==> config.mk <==
export PLATFORM = sky130hd
export DESIGN_NAME = rmii_mac_side
export DESIGN_NICKNAME = d
export VERILOG_FILES = /design/src/rmii_fifo.v /design/src/rmii_mac_side.v
export VERILOG_INCLUDE_DIRS = /design/src /design/src/src
export SDC_FILE = /design/constraint.sdc
export NUM_CORES = 1
export LEC_CHECK = 0
export ABC_AREA = 1
export BUFFER_PORTS_ARGS = -buffer_cell sky130_fd_sc_hd__buf_2
export CELL_PAD_IN_SITES_DETAIL_PLACEMENT = 0
export CELL_PAD_IN_SITES_GLOBAL_PLACEMENT = 2
export CORE_ASPECT_RATIO = 1.25
export CORE_MARGIN = 2
export CORE_UTILIZATION = 38
export DETAILED_ROUTE_END_ITERATION = 10
export PLACE_DENSITY_LB_ADDON = 0.1
export SYNTH_ARGS = -nofsm -noshare
export SYNTH_HDL_FRONTEND = slang
export SYNTH_HIERARCHICAL = 1
export SYNTH_SLANG_ARGS = --single-unit
==> constraint.sdc <==
create_clock -name clk_i -period 2.1 [get_ports clk_i]
set_input_delay 0 -clock clk_i [delete_from_list [all_inputs] [get_ports clk_i]]
set_output_delay 0 -clock clk_i [all_outputs]
set_load 0.05 [all_outputs]
==> src/rmii_defines.vh <==
// Constants for the RMII MAC-side port
`ifndef RMII_DEFINES_VH
`define RMII_DEFINES_VH
`define RMII_DIBIT_W      2
`define RMII_BYTE_W       8
`define RMII_DIBITS_BYTE  3'h4
`define RMII_FIFO_DEPTH   8
`define RMII_REF_MHZ      50
`define RMII_CLK_MHZ      100
`define RMII_PREAMBLE_LEN 4'h7
`define RMII_SFD_BYTE     8'hd5
`define RMII_PRE_BYTE     8'h55
`define RMII_IDLE_DIBIT   2'h0
`endif

==> src/rmii_fifo.v <==
// Parameterised synchronous FIFO with valid/ready on both sides
`timescale 1ns/1ps
module rmii_fifo #(
  parameter WIDTH = 8,
  parameter DEPTH = 8,
  parameter AW    = 3
) (
  input  wire             clk_i,
  input  wire             rst_i,
  input  wire             ce_i,
  input  wire [WIDTH-1:0] in_data_i,
  input  wire             in_valid_i,
  output wire             in_ready_o,
  output wire [WIDTH-1:0] out_data_o,
  output wire             out_valid_o,
  input  wire             out_ready_i
);
  reg [WIDTH-1:0] mem [0:DEPTH-1];
  reg [AW:0]      wr_ptr_r;
  reg [AW:0]      rd_ptr_r;
  wire            full;
  wire            empty;
  wire            push;
  wire            pop;

  // Pointer comparison with an extra wrap bit
  assign empty       = (wr_ptr_r == rd_ptr_r);
  assign full        = (wr_ptr_r[AW-1:0] == rd_ptr_r[AW-1:0]) && (wr_ptr_r[AW] != rd_ptr_r[AW]);
  assign in_ready_o  = ~full;
  assign out_valid_o = ~empty;
  assign out_data_o  = mem[rd_ptr_r[AW-1:0]];
  assign push        = in_valid_i & ~full & ce_i;
  assign pop         = out_ready_i & ~empty & ce_i;

  // Storage and pointers
  always @(posedge clk_i) begin
    if (rst_i) begin
      wr_ptr_r <= {(AW+1){1'b0}};
      rd_ptr_r <= {(AW+1){1'b0}};
    end else begin
      if (push) begin
        mem[wr_ptr_r[AW-1:0]] <= in_data_i;
        wr_ptr_r              <= wr_ptr_r + 1'b1;
      end
      if (pop) begin
        rd_ptr_r <= rd_ptr_r + 1'b1;
      end
    end
  end
endmodule // rmii_fifo

==> src/rmii_mac_side.v <==
// MAC-side RMII port: transmit serialiser with FIFO, receive deserialiser
// Overview of operation
// - All link timing comes from the continuous 50 MHz reference clock input.
// - Device drives a reference clock out for the attached PHY or switch.
// - Transmit enable rises with first preamble dibit, stays high while dibits remain.
// - Transmit data is a 2-bit dibit, bit 1 most significant, reference-clock synchronous.
// - Receive dibits count only while carrier valid is high; others are discarded.
// - Receive error high any cycle marks the current frame as errored.
// - Receive data is a 2-bit dibit, bit 1 most significant, sampled on reference clock.
`timescale 1ns/1ps
`include "rmii_defines.vh"
module rmii_mac_side #(
  parameter FIFO_DEPTH = `RMII_FIFO_DEPTH,
  parameter FIFO_AW    = 3
) (
  input  wire       clk_i,
  input  wire       rst_i,
  input  wire       ce_i,
  input  wire       ref_clk_i,
  output wire       ref_clock_out_o,
  output reg        tx_en_o,
  output reg  [1:0] txd_o,
  input  wire       carrier_valid_pin_i,
  input  wire       rx_error_pin_i,
  input  wire [1:0] rxd_i,
  input  wire [7:0] tx_data_i,
  input  wire       tx_valid_i,
  input  wire       tx_last_i,
  output wire       tx_ready_o,
  output reg  [7:0] rx_data_o,
  output reg        rx_valid_o,
  output reg        rx_frame_end_o,
  output reg        rx_frame_err_o
);
  // Transmit states
  localparam [1:0] ST_IDLE = 2'b00;
  localparam [1:0] ST_PRE  = 2'b01;
  localparam [1:0] ST_DATA = 2'b10;

  reg  [2:0] refclk_sync_r;
  reg  [1:0] crs_sync_r;
  reg  [1:0] rxd_s1_r;
  reg  [1:0] rxd_s2_r;
  reg  [1:0] rxer_sync_r;
  wire       ref_rise;
  wire       crs_s;
  wire [8:0] fifo_out;
  wire       fifo_valid;
  reg        fifo_pop;
  reg  [1:0] st_r;
  reg  [1:0] st_nxt;
  reg  [3:0] pre_cnt_r;
  reg  [7:0] tx_sh_r;
  reg        tx_last_r;
  reg  [1:0] tx_dib_r;
  reg  [7:0] rx_sh_r;
  reg  [1:0] rx_dib_r;
  reg        rx_err_r;
  reg        rx_act_r;
  reg  [8:0] fifo_hold_r;
  reg        fifo_pop_hold_r;

  // Extract dibit k (0 = least significant) of a byte
  function [1:0] dibit_of;
    input [7:0] b;
    input [1:0] k;
    begin
      dibit_of = b[{k, 1'b0} +: 2];
    end
  endfunction

  // Reference clock forwarded to the PHY
  assign ref_clock_out_o = refclk_sync_r[1];

  // Two-flop synchronisers for all link pins, third stage finds ref clock edges
  always @(posedge clk_i) begin
    if (rst_i) begin
      refclk_sync_r <= 3'h0;
      crs_sync_r    <= 2'h0;
      rxd_s1_r      <= 2'h0;
      rxd_s2_r      <= 2'h0;
      rxer_sync_r   <= 2'h0;
    end else if (ce_i) begin
      refclk_sync_r <= {refclk_sync_r[1:0], ref_clk_i};
      crs_sync_r    <= {crs_sync_r[0], carrier_valid_pin_i};
      rxd_s1_r      <= rxd_i;
      rxd_s2_r      <= rxd_s1_r;
      rxer_sync_r   <= {rxer_sync_r[0], rx_error_pin_i};
    end
  end

  assign ref_rise = refclk_sync_r[1] & ~refclk_sync_r[2];
  assign crs_s    = crs_sync_r[1];

  // Transmit byte FIFO, last flag carried as bit 8
  rmii_fifo #(
    .WIDTH (9),
    .DEPTH (FIFO_DEPTH),
    .AW    (FIFO_AW)
  ) u_tx_fifo (
    .clk_i       (clk_i),
    .rst_i       (rst_i),
    .ce_i        (ce_i),
    .in_data_i   ({tx_last_i, tx_data_i}),
    .in_valid_i  (tx_valid_i),
    .in_ready_o  (tx_ready_o),
    .out_data_o  (fifo_out),
    .out_valid_o (fifo_valid),
    .out_ready_i (fifo_pop)
  );

  // Transmit next state and FIFO pop
  always @* begin
    st_nxt   = st_r;
    fifo_pop = 1'b0;
    case (st_r)
      ST_IDLE: begin
        if (ref_rise && fifo_valid) begin
          st_nxt = ST_PRE;
        end
      end
      ST_PRE: begin
        // Delimiter's last dibit goes out: fetch the first payload byte
        if (ref_rise && tx_dib_r == 2'h3 && pre_cnt_r == 4'h0) begin
          st_nxt   = ST_DATA;
          fifo_pop = fifo_valid;
        end
      end
      ST_DATA: begin
        // Prefetch the next byte while the current one finishes
        if (ref_rise && tx_dib_r == 2'h3 && !tx_last_r) begin
          fifo_pop = fifo_valid;
        end
      end
      default: st_nxt = ST_IDLE;
    endcase
  end

  // Transmit serialiser: preamble, start delimiter, then payload bytes
  always @(posedge clk_i) begin
    if (rst_i) begin
      st_r      <= ST_IDLE;
      pre_cnt_r <= 4'h0;
      tx_sh_r   <= 8'h00;
      tx_last_r <= 1'b0;
      tx_dib_r  <= 2'h0;
      tx_en_o   <= 1'b0;
      txd_o     <= `RMII_IDLE_DIBIT;
    end else if (ce_i) begin
      st_r <= st_nxt;
      if (ref_rise) begin
        case (st_r)
          ST_IDLE: begin
            if (fifo_valid) begin
              tx_en_o   <= 1'b1;
              txd_o     <= dibit_of(`RMII_PRE_BYTE, 2'h0);
              tx_dib_r  <= 2'h1;
              pre_cnt_r <= `RMII_PREAMBLE_LEN;
              tx_sh_r   <= `RMII_PRE_BYTE;
            end
          end
          ST_PRE: begin
            // All four dibits of every preamble byte and of the delimiter go out;
            // an underrun after the delimiter is caught at the first data dibit
            txd_o    <= dibit_of(tx_sh_r, tx_dib_r);
            tx_dib_r <= tx_dib_r + 2'h1;
            if (tx_dib_r == 2'h3) begin
              pre_cnt_r <= pre_cnt_r - 4'h1;
              tx_sh_r   <= (pre_cnt_r == 4'h1) ? `RMII_SFD_BYTE : `RMII_PRE_BYTE;
            end
          end
          ST_DATA: begin
            if (tx_dib_r == 2'h3 && tx_last_r) begin
              txd_o    <= dibit_of(tx_sh_r, 2'h3);
              tx_dib_r <= 2'h0;
            end else if (tx_dib_r == 2'h3) begin
              txd_o <= dibit_of(tx_sh_r, 2'h3);
              if (!fifo_valid) begin
                tx_last_r <= 1'b1; // Underrun: close after this byte
              end
              tx_dib_r <= 2'h0;
            end else if (tx_dib_r == 2'h0) begin
              if (fifo_pop_hold_r) begin
                tx_sh_r   <= fifo_hold_r[7:0];
                tx_last_r <= fifo_hold_r[8];
                txd_o     <= dibit_of(fifo_hold_r[7:0], 2'h0);
                tx_dib_r  <= 2'h1;
              end else begin
                tx_en_o  <= 1'b0;
                txd_o    <= `RMII_IDLE_DIBIT;
                st_r     <= ST_IDLE;
              end
            end else begin
              txd_o    <= dibit_of(tx_sh_r, tx_dib_r);
              tx_dib_r <= tx_dib_r + 2'h1;
            end
          end
          default: st_r <= ST_IDLE;
        endcase
      end
    end
  end

  // Holding stage for the byte popped at the end of the previous byte
  always @(posedge clk_i) begin
    if (rst_i) begin
      fifo_hold_r     <= 9'h000;
      fifo_pop_hold_r <= 1'b0;
    end else if (ce_i) begin
      if (fifo_pop) begin
        fifo_hold_r     <= fifo_out;
        fifo_pop_hold_r <= 1'b1;
      end else if (ref_rise && st_r == ST_DATA && tx_dib_r == 2'h0) begin
        fifo_pop_hold_r <= 1'b0;
      end
    end
  end

  // Receive deserialiser sampled on reference clock rising edges
  always @(posedge clk_i) begin
    if (rst_i) begin
      rx_sh_r        <= 8'h00;
      rx_dib_r       <= 2'h0;
      rx_err_r       <= 1'b0;
      rx_act_r       <= 1'b0;
      rx_data_o      <= 8'h00;
      rx_valid_o     <= 1'b0;
      rx_frame_end_o <= 1'b0;
      rx_frame_err_o <= 1'b0;
    end else if (ce_i) begin
      rx_valid_o     <= 1'b0;
      rx_frame_end_o <= 1'b0;
      if (ref_rise) begin
        if (crs_s) begin
          // Only dibits under carrier valid are taken
          rx_act_r <= 1'b1;
          rx_sh_r  <= {rxd_s2_r, rx_sh_r[7:2]};
          rx_dib_r <= rx_dib_r + 2'h1;
          if (rxer_sync_r[1]) begin
            rx_err_r <= 1'b1;
          end
          if (rx_dib_r == 2'h3) begin
            rx_data_o  <= {rxd_s2_r, rx_sh_r[7:2]};
            rx_valid_o <= 1'b1;
          end
        end else if (rx_act_r) begin
          // Carrier gone: report frame end, error if any error cycle seen
          rx_act_r       <= 1'b0;
          rx_dib_r       <= 2'h0;
          rx_frame_end_o <= 1'b1;
          rx_frame_err_o <= rx_err_r | rxer_sync_r[1];
          rx_err_r       <= 1'b0;
        end
      end
    end
  end
endmodule // rmii_mac_side

==> impl_metrics.sql <==
INSERT INTO impl_metrics (metric_group, metric, value, unit) VALUES
('timing', 'finalCriticalPeriod', '1.878', 'ns'),
('timing', 'grt_setup_unrepaired', 'false', ''),
('synth', 'post_synthesis_cell_type_count', '39', ''),
('routing', 'postRouteAntennaNets', '0', ''),
('critical_path', 'worst_setup_path_end_kind', 'register', ''),
('synth', 'syn-cell-area', '6397', 'µm²'),
('final_layout', 'antenna-diode-count', '0', ''),
('routing', 'route.final.wire_length', '14500', 'µm'),
('final_layout', 'drive_gt1_share', '16.01', '%'),
('cts', 'cts_sinks', '145', ''),
('final_layout', 'area_growth_syn_to_layout', '20.38', '%'),
('grt', 'number_of_global_route_vias_before_repair', '4919', ''),
('timing', 'report.final.hold_viol_count', '0', ''),
('timing', 'layout_setup_ws', '0.2217', 'ns'),
('run_status', 'result_of_the_run', 'finished, final reports clean', ''),
('place', 'post-place-ws', '0.1644', 'ns'),
('critical_path', 'timing_worst_setup_path_type', 'reg -> reg', ''),
('die', 'die_y', '149.1', 'µm'),
('routing', 'vias_per_cell', '4.813', ''),
('routing', 'detailroute.via_count', '4996', ''),
('critical_path', 'required', '2.41', 'ns'),
('synth', 'seq_area_frac_synth', '56.64', '%'),
('min_path', 'type_of_the_tightest_min_delay_check', 'in -> reg', ''),
('routing', 'route.detailed.drc', '0', ''),
('final_layout', 'fin_area', '7701', 'µm²'),
('synth', 'syn_nets', '766', ''),
('final_layout', 'layout_commonest_cell', 'sky130_fd_sc_hd__nand2_1', ''),
('synth', 'synth_top_cells_by_area', 'sky130_fd_sc_hd__edfxtp_1 34%, sky130_fd_sc_hd__dfxtp_1 23%, sky130_fd_sc_hd__nand2_1 8.1%', ''),
('die', 'num_ports', '34', ''),
('timing', 'final-max-slew-violation-count', '0', ''),
('synth', 'number_of_register_bits_inferred_by_synthesis', '145', ''),
('final_layout', 'layout_common_cells', '138 x sky130_fd_sc_hd__nand2_1, 136 x sky130_fd_sc_hd__nor2_1, 77 x sky130_fd_sc_hd__o21ai_0', ''),
('routing', 'initial_detailed_routing_violation_count', '190', ''),
('die', 'die_w', '120.1', 'µm'),
('routing', 'average_routed_wire_per_standard_cell', '13.97', 'µm'),
('cts', 'clock_tree.buffer_depth', '2', ''),
('final_layout', 'multi_input_logic_area', '2371', 'µm²'),
('pwr', 'total_power', '6.517', 'mW'),
('place', 'gp_routability_congestion', '0.7849', ''),
('final_layout', 'seq_area', '3626', 'µm²'),
('timing', 'tightestPinTransition', '0.4996', 'ns'),
('synth', 'synth.largest_area_cell', 'sky130_fd_sc_hd__edfxtp_1', ''),
('place', 'dp_cells', '990', ''),
('grt', 'grt_use_total', '17.50', '%'),
('timing', 'tns', '0', 'ns'),
('critical_path', 'critical_path.startpoint_type', 'register', ''),
('die', 'floorplan.initialDensity', '38.43', '%'),
('critical_path', 'timing.critical_path.fanout_max', '9', ''),
('cts', 'clock_tree_from_tritoncts', 'done', ''),
('critical_path', 'worst_path_max_stage_delay', '0.42', 'ns'),
('cts', 'path_clk_slew', '0.07', 'ns'),
('grt', 'grt_remaining_overflow', '0', ''),
('timing', 'max_freq', '532.4', 'MHz'),
('timing', 'setup-violations-final', '0', ''),
('critical_path', 'slowest_stage', 'sky130_fd_sc_hd__dfxtp_1', ''),
('die', 'rows', '53', ''),
('final_layout', 'fin_cells', '1038', ''),
('synth', 'ys_dominant_reg_cell', 'sky130_fd_sc_hd__dfxtp_1', ''),
('place', 'post_dp_cell_area', '6919', 'µm²'),
('cts', 'clock_latency_on_the_worst_skew_pair', '0.43', 'ns'),
('critical_path', 'critical_path.cell_chain', 'inv_1 -> nand2_1 -> nand2_1 -> nor2_2 -> nand2_4 -> inv_1 -> a21oi_1 -> nand2_2 -> inv_2 -> nand2_2 -> clkinv_4 -> nor2_1 -> a211oi_2', ''),
('synth', 'async_reset_ff_share', '0', '%'),
('synth', 'total_number_of_yosys_warnings', '6', ''),
('critical_path', 'timing.critical_path.buf_inv', '4', ''),
('synth', 'post_synth_edffs', '72', ''),
('pwr', 'worst_supply_voltage_drop_on_vdd', '0.6044', 'mV'),
('timing', 'slew_headroom', '66.66', '%'),
('timing', 'skew', '0.006957', 'ns'),
('cts', 'clk_root_buffer_cell', 'sky130_fd_sc_hd__clkbuf_16', ''),
('final_layout', 'num-nets-final', '835', ''),
('timing', 'final_min_period_over_clock_period', '89.44', '%');
[area by class of cell]
type                            instances  area share, %
Clock buffer                           17          5.524
Clock inverter                         15          2.453
Inverter                               80          4.013
Multi-Input combinational cell        488          30.79
Sequential cell                       145          47.08
Tap cell                              220          3.574
Timing Repair Buffer                   73          6.564
[per-stage QoR]
step	utilization, %	hold slack, ns
after floorplan	-	0.07238
after global placement	41.57	0.2267
after detailed placement	41.57	0.2357
after CTS	46.22	0.01744
after global routing	46.27	0.05752
final	46.27	0.02923
[layer usage]
layer / track usage (%) / routed length (µm) / vias up
li1: - / - / 2589
met1: 20.88 / 6546 / 2312
met2: 30.45 / 7289 / 74
met3: 3.555 / 362 / 21
met4: 7.647 / 302 / 0
met5: 0 / 0 / -
[registers in the layout, summed over array words and instances (netlist names), 2 cells and up, named ones only]
| signal | cells |
|---|---|
| u_tx_fifo/mem | 72 |
| fifo_hold_r | 9 |
| rx_data_o | 8 |
| tx_sh_r | 8 |
| rx_sh_r | 6 |
| pre_cnt_r | 4 |
| u_tx_fifo/rd_ptr_r | 4 |
| u_tx_fifo/wr_ptr_r | 4 |
| refclk_sync_r | 3 |
| crs_sync_r | 2 |
| rx_dib_r | 2 |
| rxd_s1_r | 2 |
| rxd_s2_r | 2 |
| rxer_sync_r | 2 |
| st_r | 2 |
| tx_dib_r | 2 |
| txd_o | 2 |
[power breakdown]
part / total [mW] / switching (mW) / internal (mW) / leakage, nW
registers: 3.03 / 0.0278 / 3.01 / 1.24
logic: 0.345 / 0.225 / 0.120 / 1.55
clock network: 3.14 / 1.32 / 1.82 / 0.298
total: 6.52 / 1.57 / 4.94 / 3.09
[Yosys cell counts, types with 2 or more instances]
cell	count
sky130_fd_sc_hd__nor2_2	7
sky130_fd_sc_hd__clkbuf_1	11
sky130_fd_sc_hd__nand4_1	15
sky130_fd_sc_hd__inv_2	9
sky130_fd_sc_hd__nand3_1	18
sky130_fd_sc_hd__nand2_2	6
sky130_fd_sc_hd__o21ai_0	77
sky130_fd_sc_hd__o211ai_1	2
sky130_fd_sc_hd__nor3_1	2
sky130_fd_sc_hd__buf_1	2
sky130_fd_sc_hd__a21oi_1	36
sky130_fd_sc_hd__nand3_4	2
sky130_fd_sc_hd__nand2_4	2
sky130_fd_sc_hd__edfxtp_1	72
sky130_fd_sc_hd__buf_2	10
sky130_fd_sc_hd__nor2_4	3
sky130_fd_sc_hd__o21ai_1	5
sky130_fd_sc_hd__a31oi_1	15
sky130_fd_sc_hd__nor2_1	136
sky130_fd_sc_hd__ha_1	12
sky130_fd_sc_hd__dfxtp_1	73
sky130_fd_sc_hd__nand2_1	138
sky130_fd_sc_hd__inv_1	66
sky130_fd_sc_hd__clkinv_1	2
[logic make-up after synthesis]
family | count (synthesis) | share of synthesized area [%]
compound gates | 140 | 11.64
flops | 145 | 56.64
buf+inv | 103 | 6.376
simple gates | 335 | 22.86
xor+xnor | 1 | 0.1369
fa+ha+maj | 12 | 2.347
[worst min-delay path, stage by stage]
cell and delay [ns]:
sky130_fd_sc_hd__buf_2 0.18, sky130_fd_sc_hd__nand4_1 0.12, sky130_fd_sc_hd__nand2_1 0.05, sky130_fd_sc_hd__nor2_1 0.07
[worst paths after layout]
| check | from | endpoint | slack [ns] | depth (start not counted) |
|---|---|---|---|---|
| max | u_tx_fifo/rd_ptr_r[2] | tx_sh_r[3] | 0.22 | 13 |
| min | ce_i | u_tx_fifo/wr_ptr_r[1] | 0.03 | 4 |
| max reg2reg | u_tx_fifo/rd_ptr_r[2] | tx_sh_r[3] | 0.22 | 13 |
| min reg2reg | rx_data_o[2] | rx_data_o[2] | 0.46 | 2 |
[what timing repair did]
action | in CTS | in global routing
gates resized for setup | 0 | 4
endpoints found under the hold margin | 81 | 0
endpoints found under the setup margin | 0 | 11
hold buffers | 16 | 0
Note: power is estimated with default switching activity, not from simulation.
